## src/common/ccpd_map.vh

```
// Constants of the clock and power-down controller: offsets, fields, resets, counts.
// Assumes a 9-bit Wishbone byte address and 32-bit data.
// How it works
// - No power-down until the enable bit is set and, with the wait bit set, the processor sleeps.
// - Power-down switches off the high-speed crystal and the high-speed oscillator.
// - Power-down lasts until the wake-up request fires, whatever the wake-up enable bit, then ends.
// - Five sources: low and high crystal, PLL, high and low oscillator.
// - PLL reference picks the high-speed crystal or the high-speed oscillator.
// - System clock source comes from select field A bits 2 to 0.
// - External tick clock source comes from select field A bits 5 to 3.
// - Low-speed sources keep running in power-down; watchdog and RTC follow them.
// - Protected bits change only after unlock bytes 59h, 16h, 88h.
// - Wait bit set needs processor sleep; clear enters at once.
// - Each peripheral clock has its own gate; system and tick clocks have a source select, only the system clock a divider.
// - Waking clears the power-down enable bit.
// - Optional wake delay: 4096 cycles on the high-speed crystal, 256 on any other source.
// - PLL and system clock are off in power-down whatever the selection.
`ifndef CCPD_MAP_VH
`define CCPD_MAP_VH
`define CCPD_OFS_PWR 9'h000
`define CCPD_OFS_AHB 9'h004
`define CCPD_OFS_APB 9'h008
`define CCPD_OFS_STS 9'h00C
`define CCPD_OFS_SELA 9'h010
`define CCPD_OFS_SELB 9'h014
`define CCPD_OFS_DIV 9'h018
`define CCPD_OFS_PLL 9'h020
`define CCPD_OFS_WP 9'h100
`define CCPD_RST_PWR 32'h0000_001C
`define CCPD_RST_AHB 32'h0000_000D
`define CCPD_RST_APB 32'h0000_0000
`define CCPD_RST_SELA 32'h0000_003F
`define CCPD_RST_SELB 32'hFFFF_FFFF
`define CCPD_RST_DIV 32'h0000_0000
`define CCPD_RST_PLL 32'h0005_C22E
`define CCPD_B_HXT 0
`define CCPD_B_LXT 1
`define CCPD_B_HIRC 2
`define CCPD_B_LIRC 3
`define CCPD_B_DLY 4
`define CCPD_B_WIE 5
`define CCPD_B_WST 6
`define CCPD_B_PDEN 7
`define CCPD_B_WAIT 8
`define CCPD_B_PLL_OFF 16
`define CCPD_B_PLL_REF 19
`define CCPD_B_WDT 0
`define CCPD_B_RTC 1
`define CCPD_KEY0 8'h59
`define CCPD_KEY1 8'h16
`define CCPD_KEY2 8'h88
`define CCPD_SRC_HXT 3'h0
`define CCPD_SRC_LXT 3'h1
`define CCPD_SRC_PLL 3'h2
`define CCPD_SRC_LIRC 3'h3
`define CCPD_SRC_HIRC 3'h7
`define CCPD_WDT_LIRC 2'h3
`define CCPD_DLY_HXT 4096
`define CCPD_DLY_HIRC 256
`define CCPD_SW_GAP 4
`endif

```

## src/design/ccpd_top.v

```verilog
// Clock and power-down controller: registers, source selection, gating, sleep.
// Assumes a classic Wishbone master on clk_i and analog clock cells outside.
//
// Decided for this implementation: register access over Wishbone.
`timescale 1ns/10ps
`include "ccpd_map.vh"
module ccpd_top #(
    parameter HXT_DLY = `CCPD_DLY_HXT,
    parameter HIRC_DLY = `CCPD_DLY_HIRC,
    parameter SW_GAP = `CCPD_SW_GAP
)(
    input wire clk_i,
    input wire rst_i,
    input wire [8:0] adr_i,
    input wire [31:0] dat_i,
    input wire [3:0] sel_i,
    input wire we_i,
    input wire cyc_i,
    input wire stb_i,
    output reg [31:0] dat_o,
    output wire ack_o,
    input wire cpu_asleep_i,
    input wire wake_irq_i,
    input wire [4:0] src_stable_i,
    input wire tick_use_ext_i,
    output reg xtl_hs_en_o,
    output reg xtl_ls_en_o,
    output reg hirc_en_o,
    output reg lirc_en_o,
    output reg pll_en_o,
    output reg pll_ref_hirc_o,
    output reg [4:0] sys_src_en_o,
    output reg [4:0] tick_src_en_o,
    output reg [31:0] ahb_clk_en_o,
    output reg [31:0] apb_clk_en_o,
    output reg hclk_tick_o,
    output reg pd_active_o
);
    localparam ST_RUN = 2'd0;
    localparam ST_PD = 2'd1;
    localparam ST_DLY = 2'd2;

    // Maps a three-bit source code onto one enable per source.
    function [4:0] ccpd_onehot;
        input [2:0] code;
        begin
            case (code)
                `CCPD_SRC_HXT: ccpd_onehot = 5'h01;
                `CCPD_SRC_LXT: ccpd_onehot = 5'h02;
                `CCPD_SRC_PLL: ccpd_onehot = 5'h04;
                `CCPD_SRC_LIRC: ccpd_onehot = 5'h08;
                `CCPD_SRC_HIRC: ccpd_onehot = 5'h10;
                default: ccpd_onehot = 5'h00;
            endcase
        end
    endfunction

    // Merges written bytes into an old word under the byte enables.
    function [31:0] ccpd_merge;
        input [31:0] old;
        input [31:0] val;
        input [3:0] lanes;
        integer i;
        begin
            ccpd_merge = old;
            for (i = 0; i < 4; i = i + 1)
            begin
                if (lanes[i])
                    ccpd_merge[i*8 +: 8] = val[i*8 +: 8];
            end
        end
    endfunction

    reg ack_ff;
    reg [31:0] pwr_ff;
    reg [31:0] ahb_ff;
    reg [31:0] apb_ff;
    reg [31:0] sela_ff;
    reg [31:0] selb_ff;
    reg [31:0] div_ff;
    reg [31:0] pll_ff;
    reg [1:0] key_ff;
    reg unlock_ff;
    reg [1:0] st_ff;
    reg [12:0] dly_ff;
    reg [3:0] hdiv_ff;
    reg wake_m_ff;
    reg wake_s_ff;
    reg [4:0] stb_m_ff;
    reg [4:0] stb_s_ff;
    reg [31:0] nxt_pwr;
    reg [31:0] rd_data;
    wire req;
    wire wr;
    wire [31:0] wval;
    wire pd_go;
    wire wake_ev;
    wire in_pd;
    wire hold;

    assign req = cyc_i & stb_i & ~ack_ff;
    assign wr = req & we_i;
    assign ack_o = ack_ff;
    assign in_pd = (st_ff == ST_PD);
    assign hold = (st_ff != ST_RUN);
    assign wake_ev = in_pd & wake_s_ff;
    // Entry waits for the processor only when the wait bit is set.
    assign pd_go = pwr_ff[`CCPD_B_PDEN] & (~pwr_ff[`CCPD_B_WAIT] | cpu_asleep_i);

    // Wake request and stable flags come from other domains.
    always @(posedge clk_i)
    begin
        if (rst_i)
        begin
            wake_m_ff <= 1'b0;
            wake_s_ff <= 1'b0;
            stb_m_ff <= 5'h00;
            stb_s_ff <= 5'h00;
        end
        else
        begin
            wake_m_ff <= wake_irq_i;
            wake_s_ff <= wake_m_ff;
            stb_m_ff <= src_stable_i;
            stb_s_ff <= stb_m_ff;
        end
    end

    always @*
    begin
        case (adr_i)
            `CCPD_OFS_PWR: rd_data = {23'h0, pwr_ff[8:0]};
            `CCPD_OFS_AHB: rd_data = ahb_ff;
            `CCPD_OFS_APB: rd_data = apb_ff;
            `CCPD_OFS_STS: rd_data = {27'h0, stb_s_ff};
            `CCPD_OFS_SELA: rd_data = sela_ff;
            `CCPD_OFS_SELB: rd_data = selb_ff;
            `CCPD_OFS_DIV: rd_data = div_ff;
            `CCPD_OFS_PLL: rd_data = pll_ff;
            `CCPD_OFS_WP: rd_data = {31'h0, unlock_ff};
            default: rd_data = 32'h0000_0000;
        endcase
    end

    assign wval = ccpd_merge(pwr_ff, dat_i, sel_i);

    // Power-down control word after a write and the hardware events.
    always @*
    begin
        nxt_pwr = pwr_ff;
        if (wr && adr_i == `CCPD_OFS_PWR)
        begin
            if (unlock_ff)
                nxt_pwr = {23'h0, wval[8:7], pwr_ff[6], wval[5:0]};
            if (sel_i[0] && dat_i[`CCPD_B_WST])
                nxt_pwr[`CCPD_B_WST] = 1'b0;
        end
        if (wake_ev)
        begin
            nxt_pwr[`CCPD_B_PDEN] = 1'b0;
            nxt_pwr[`CCPD_B_WST] = 1'b1;
        end
    end

    always @(posedge clk_i)
    begin
        if (rst_i)
        begin
            ack_ff <= 1'b0;
            dat_o <= 32'h0000_0000;
            pwr_ff <= `CCPD_RST_PWR;
            ahb_ff <= `CCPD_RST_AHB;
            apb_ff <= `CCPD_RST_APB;
            sela_ff <= `CCPD_RST_SELA;
            selb_ff <= `CCPD_RST_SELB;
            div_ff <= `CCPD_RST_DIV;
            pll_ff <= `CCPD_RST_PLL;
            key_ff <= 2'd0;
            unlock_ff <= 1'b0;
        end
        else
        begin
            ack_ff <= req;
            if (req)
                dat_o <= rd_data;
            pwr_ff <= nxt_pwr;
            if (wr)
            begin
                case (adr_i)
                    `CCPD_OFS_AHB: ahb_ff <= ccpd_merge(ahb_ff, dat_i, sel_i);
                    `CCPD_OFS_APB:
                    begin
                        apb_ff <= ccpd_merge(apb_ff, dat_i, sel_i);
                        if (!unlock_ff)
                            apb_ff[`CCPD_B_WDT] <= apb_ff[`CCPD_B_WDT];
                    end
                    `CCPD_OFS_SELA: sela_ff <= ccpd_merge(sela_ff, dat_i, sel_i);
                    `CCPD_OFS_SELB: selb_ff <= ccpd_merge(selb_ff, dat_i, sel_i);
                    `CCPD_OFS_DIV: div_ff <= ccpd_merge(div_ff, dat_i, sel_i);
                    `CCPD_OFS_PLL: pll_ff <= ccpd_merge(pll_ff, dat_i, sel_i);
                    `CCPD_OFS_WP:
                    begin
                        // Any byte out of sequence restarts it and locks again.
                        unlock_ff <= 1'b0;
                        key_ff <= 2'd0;
                        if (key_ff == 2'd0 && dat_i[7:0] == `CCPD_KEY0)
                            key_ff <= 2'd1;
                        else if (key_ff == 2'd1 && dat_i[7:0] == `CCPD_KEY1)
                            key_ff <= 2'd2;
                        else if (key_ff == 2'd2 && dat_i[7:0] == `CCPD_KEY2)
                            unlock_ff <= 1'b1;
                    end
                    default:
                    begin
                    end
                endcase
            end
        end
    end

    // Power state and wake delay counter.
    always @(posedge clk_i)
    begin
        if (rst_i)
        begin
            st_ff <= ST_RUN;
            dly_ff <= 13'h0000;
        end
        else
        begin
            case (st_ff)
                ST_RUN:
                    if (pd_go)
                        st_ff <= ST_PD;
                ST_PD:
                    if (wake_ev)
                    begin
                        if (pwr_ff[`CCPD_B_DLY])
                        begin
                            st_ff <= ST_DLY;
                            if (sela_ff[2:0] == `CCPD_SRC_HXT)
                                dly_ff <= HXT_DLY[12:0] - 13'h0001;
                            else
                                dly_ff <= HIRC_DLY[12:0] - 13'h0001;
                        end
                        else
                            st_ff <= ST_RUN;
                    end
                ST_DLY:
                    if (dly_ff == 13'h0000)
                        st_ff <= ST_RUN;
                    else
                        dly_ff <= dly_ff - 13'h0001;
                default: st_ff <= ST_RUN;
            endcase
        end
    end

    // Break-before-make switchers: one for the system clock, one for the tick clock.
    genvar k;
    generate
        for (k = 0; k < 2; k = k + 1)
        begin : sw_g
            reg [4:0] cur_ff;
            reg [3:0] gap_ff;
            wire [4:0] want;
            assign want = ccpd_onehot(sela_ff[k*3 +: 3]);
            always @(posedge clk_i)
            begin
                if (rst_i)
                begin
                    cur_ff <= 5'h00;
                    gap_ff <= SW_GAP[3:0];
                end
                else if (cur_ff != 5'h00 && cur_ff != want)
                begin
                    cur_ff <= 5'h00;
                    gap_ff <= SW_GAP[3:0];
                end
                else if (cur_ff == 5'h00)
                begin
                    if (gap_ff != 4'h0)
                        gap_ff <= gap_ff - 4'h1;
                    else
                        cur_ff <= want;
                end
            end
        end
    endgenerate

    // Registered clock enables towards the clock cells and consumers.
    always @(posedge clk_i)
    begin
        if (rst_i)
        begin
            xtl_hs_en_o <= 1'b0;
            xtl_ls_en_o <= 1'b0;
            hirc_en_o <= 1'b0;
            lirc_en_o <= 1'b0;
            pll_en_o <= 1'b0;
            pll_ref_hirc_o <= 1'b0;
            sys_src_en_o <= 5'h00;
            tick_src_en_o <= 5'h00;
            ahb_clk_en_o <= 32'h0000_0000;
            apb_clk_en_o <= 32'h0000_0000;
            pd_active_o <= 1'b0;
        end
        else
        begin
            xtl_hs_en_o <= pwr_ff[`CCPD_B_HXT] & ~in_pd;
            hirc_en_o <= pwr_ff[`CCPD_B_HIRC] & ~in_pd;
            xtl_ls_en_o <= pwr_ff[`CCPD_B_LXT];
            lirc_en_o <= pwr_ff[`CCPD_B_LIRC];
            pll_en_o <= ~pll_ff[`CCPD_B_PLL_OFF] & ~in_pd;
            pll_ref_hirc_o <= pll_ff[`CCPD_B_PLL_REF];
            sys_src_en_o <= hold ? 5'h00 : sw_g[0].cur_ff;
            tick_src_en_o <= (hold | ~tick_use_ext_i) ? 5'h00 : sw_g[1].cur_ff;
            ahb_clk_en_o <= hold ? 32'h0000_0000 : ahb_ff;
            apb_clk_en_o <= hold ? 32'h0000_0000 : apb_ff;
            if (hold)
            begin
                // Watchdog and RTC stay clocked when fed from low-speed sources.
                apb_clk_en_o[`CCPD_B_WDT] <= apb_ff[`CCPD_B_WDT] & pwr_ff[`CCPD_B_LIRC]
                    & (selb_ff[1:0] == `CCPD_WDT_LIRC);
                apb_clk_en_o[`CCPD_B_RTC] <= apb_ff[`CCPD_B_RTC] & pwr_ff[`CCPD_B_LXT];
            end
            pd_active_o <= in_pd;
        end
    end

    // System clock divider: one-cycle enable every divider field plus one cycles.
    always @(posedge clk_i)
    begin
        if (rst_i)
        begin
            hdiv_ff <= 4'h0;
            hclk_tick_o <= 1'b0;
        end
        else if (hold)
        begin
            hdiv_ff <= 4'h0;
            hclk_tick_o <= 1'b0;
        end
        else if (hdiv_ff >= div_ff[3:0])
        begin
            hdiv_ff <= 4'h0;
            hclk_tick_o <= 1'b1;
        end
        else
        begin
            hdiv_ff <= hdiv_ff + 4'h1;
            hclk_tick_o <= 1'b0;
        end
    end
endmodule

```

## config.mk

```make
export PLATFORM = sky130hd
export DESIGN_NAME = ccpd_top
export DESIGN_NICKNAME = d
export VERILOG_FILES = /design/src/design/ccpd_top.v
export VERILOG_INCLUDE_DIRS = /design/src /design/src/common
export SDC_FILE = /design/constraint.sdc
export NUM_CORES = 1
export LEC_CHECK = 0
export ABC_AREA = 1
export BUFFER_PORTS_ARGS = -buffer_cell sky130_fd_sc_hd__buf_4
export CAP_MARGIN = 20
export CORE_UTILIZATION = 58
export DETAILED_ROUTE_END_ITERATION = 16
export GPL_TIMING_DRIVEN = 0
export MAX_ROUTING_LAYER = met4
export PLACE_DENSITY_LB_ADDON = 0.12
export SYNTH_ARGS = -nofsm -noshare
export SYNTH_HDL_FRONTEND = slang
export SYNTH_SLANG_ARGS = --single-unit
```

## constraint.sdc

```tcl
create_clock -name clk_i -period 2.04 [get_ports clk_i]
set_input_delay 0.408 -clock clk_i [delete_from_list [all_inputs] [get_ports clk_i]]
set_output_delay 0.408 -clock clk_i [all_outputs]
set_load 0.01 [all_outputs]
```

==> flow_summary_export.csv <==
group,metric,value,unit
run_status,status,"finished, violations left",
run_status,violated_checks,"setup timing",
global_route,first_global_vias,13330,
layout,finalNonFillerCells,2500,
floorplan,die_area,0.02580,sq mm
logic_synthesis,yosys.area_share.simple,0.2265,
detailed_routing,avgViaCountPerCell,5.636,
detailed_routing,drt-pass1-iter-count,6,
logic_synthesis,ys_top_cells_by_count,"nand2_1, dfxtp_1, nor2_1",
logic_synthesis,post_synth_xor_area_fraction,0.01020,
detailed_routing,drt_iter0_drc,1740,
critical_path,worst_path_largest_cell_delay,870,ps
detailed_routing,routed_wl,46220,um
sta,timing.final.ws_setup,-27.27,ps
logic_synthesis,yosys_register_bits,368,
logic_synthesis,mappedNetlistNets,1998,
floorplan,design.portCount,173,
floorplan,initial_core_util,0.5949,
logic_synthesis,synth_top_cell_by_area,"dfxtp_1",
layout,insertedDiodeCount,0,
power_and_ir_drop,pwr-share-seq,0.465,
layout,final_core_util,0.7239,
clock_tree,ctsRootBufferMaster,"clkbuf_16",
clock_tree,cts.path.max_buffers,3,
critical_path,cp_data_arrival_time,2410,ps
sta,timing.final.hold_violations,0,
critical_path,path_cells,"buf_4 -> inv_1 -> clkbuf_1 -> clkbuf_1 -> o211ai_1",
critical_path,critPathMostFrequentCell,"clkbuf_1",
logic_synthesis,post_synth_inst_count,1932,
sta,timing.final.max_slew_violations,0,
power_and_ir_drop,vdd_drop_max,0.7537,mV
layout,fin_nets,2215,
placed_design,dp_hpwl,32510,um
sta,relative_slew_slack,0.2825,
critical_path,worst_setup_sp_type,"primary input",
critical_path,cp.required,2390,ps
placed_design,dpl.cell_count,2428,
placed_design,routabilityCongestion,0.9640,
clock_tree,cts.sink_count,368,
logic_synthesis,synth_mux_area_frac,0,
logic_synthesis,synth_compound_area_frac,0.1652,
global_route,grt_antenna_before_repair,0,
logic_synthesis,yosys_warnings,0,
logic_synthesis,ys_top_cells_by_area,"dfxtp_1, nand2_1, nor2_1",
layout,drive_above_1_share,0.1544,
sta,finalSetupViolations,1,
hold_path,hold_path.class,"in -> reg",
logic_synthesis,synth_top_family_by_area,"simple AND/OR/NAND/NOR gates",
sta,setup_repair_after_global_routing_missed_its_margin,"no",
power_and_ir_drop,power.switching,3.666,mW
layout,area_growth_syn_to_layout,21.69,%
power_and_ir_drop,p_per_area,893.3,mW/mm^2
sta,max_clock_freq,0.4837,GHz
logic_synthesis,synth_adder_area_share,0.006858,
logic_synthesis,synth.avg_cell_area,7.554,sq um
logic_synthesis,synth_edf_count,0,
clock_tree,worst_setup_hold_path_clk_slew,60,ps
logic_synthesis,synth_async_sr_flop_share,0,
detailed_routing,vias,14090,
global_route,grt_overflow,0,
sta,final.min_clock_period,2067,ps
logic_synthesis,seq_area_frac_synth,0.5048,
detailed_routing,wl_per_cell,18.49,um
logic_synthesis,yosys.cell_types.count,34,
floorplan,floorplan.die.width,160.6,um
clock_tree,clk-insertion-delay-late,530,ps
power_and_ir_drop,switching_share,0.2311,
run,maxCapViolCount,0,
clock_tree,cts_htree_levels,2,
sta,fin_crit_sh,1.013,
sta,worst_clock_skew,14.00,ps
logic_synthesis,dominantRegCellSynth,"dfxtp_1",
detailed_routing,drc_errors,0,
power_and_ir_drop,power_frac_clock,0.467,
layout,fillCellCount,1995,
logic_synthesis,post-synth-top-area-fraction,0.5048,
sta,setup-tns-final,-27.27,ps
critical_path,critical_path_class,"in -> reg",
placed_design,detailed_place.area,0.01629,sq mm
critical_path,highest_delay_cell_along_the_critical_path,"clkbuf_1",
floorplan,die_height,160.6,um
floorplan,fp.coreArea,0.02453,sq mm
power_and_ir_drop,power.combinational.fraction,0.068,
global_route,grt_start_max_net_pins,14,
global_route,grt_use_total,0.3671,
power_and_ir_drop,p_leak,7.952,nW
floorplan,site_rows,57,
detailed_routing,drt.antenna.violating_nets,0,
global_route,grt_pass1_wl,71710,um
layout,stdcell_area,0.01776,sq mm
logic_synthesis,dominant_cell_by_count_in_the_synthesized_netlist,"nand2_1",
critical_path,critPathCaptureType,"flip-flop",
power_and_ir_drop,internal_power,12.20,mW
sta,tightest_slew,1076,ps
clock_tree,hold_buffers,0,
clock_tree,cts-buffers-inserted,38,
placed_design,buffer_ports.inserted,172,
clock_tree,cts_tree,"built",
logic_synthesis,synthesis.area,0.01460,sq mm
critical_path,critical_path_peak_fanout,10,
[kinds of logic (layout without fill, tap and decap cells)]
logic type | after synthesis | after routing
xor gates and xnor gates | 17 | 17
adders and majority gates | 8 | 8
buffers and inverters | 313 | 557
and+or+nand+nor | 776 | 776
DFF | 368 | 368
AOI/OAI and AO/OA | 450 | 450
[layer usage]
layer  vias up  track usage  part of all wire  wire length (um)
met4         0       0.1636             0.045              2058
li1       6629            -                 -                 -
met3       154      0.06586              0.10              4623
met5         -            -                 0                 0
met1      6487       0.4595              0.39             18220
met2       820       0.5793              0.46             21320
[sequential cells by signal (all words and copies together), names as in the netlist, 2 cells and up]
name and cells:
dly_ff 13, dat_o 32, stb_s_ff 5, sw_g.gap_ff 8, apb_clk_en_o 32, st_ff 2
apb_ff 32, stb_m_ff 5, sw_g.cur_ff 10, ahb_ff 32, div_ff 32, tick_src_en_o 5
key_ff 2, selb_ff 32, sela_ff 32, pll_ff 32, hdiv_ff 4, sys_src_en_o 5
pwr_ff 9, ahb_clk_en_o 32
[layout by cell type, fill, tap and decap left out, drive strengths merged]
cell type and count:
a31oi 3, inv 226, o21a 1, clkinv 7, xor2 15, clkbuf 103
ha 8, clkinvlp 1, nor4 6, xnor2 2, dfxtp 368, nor2 307
nor3 10, or2 1, nand3 57, a21oi 195, bufinv 4, o31ai 1
buf 216, o21ai 190, a211oi 4, nand4 14, nor3b 1, nand2 380
o211ai 56
[worst paths after layout]
kind	from	cells past startpoint	slack, ps	end
worst max-delay path	rst_i	5	-30	pwr_ff[4]
worst min-delay path	src_stable_i[3]	3	90	stb_m_ff[3]
worst max register to register	ack_o	7	10	ahb_ff[2]
worst min register to register	stb_m_ff[4]	2	410	stb_s_ff[4]
[final cells by class]
cell class	instances	area, sq um	area share
Sequential cell	368	7367	0.4148
Buffer	84	416.7	0.02346
Tap cell	324	405.4	0.02282
Clock buffer	58	1200	0.06756
Multi-Input combinational cell	1251	6031	0.3396
Clock inverter	9	147.6	0.008313
Inverter	229	864.6	0.04868
Timing Repair Buffer	177	1329	0.07481
[stage by stage]
step / setup slack [ps] / hold WS [ps] / total power, mW
finish: -27.27 / 86.68 / 15.87
floorplan: 373.0 / 388.3 / 8.182
CTS: 11.63 / 82.96 / 15.84
global route: 0.6075 / 103.1 / 16.31
detailed placement: -447.2 / 400.8 / 8.578
global placement: -404.3 / 393.0 / 8.536
[power groups by stage]
stage	clock network, mW	logic, mW	registers, mW
2_1_floorplan	0	0.659	7.52
3_3_place_gp	0	1.01	7.53
3_5_place_dp	0	1.04	7.53
4_1_cts	7.40	1.06	7.37
5_1_grt	7.73	1.20	7.39
6_report	7.42	1.08	7.37
[critical path: cells and delay by family]
family	cells	cell delay, ps
buffers and inverters	4	1790
AOI/OAI and AO/OA	1	210
[repair_timing]
| action | CTS | global route |
|---|---|---|
| pin swaps | 0 | 5 |
| setup buffers | 0 | 5 |
| gates cloned | 0 | 0 |
| resized for setup | 7 | 17 |
| setup endpoints to repair | 35 | 84 |
No activity file was read; power rests on OpenSTA's default activity.
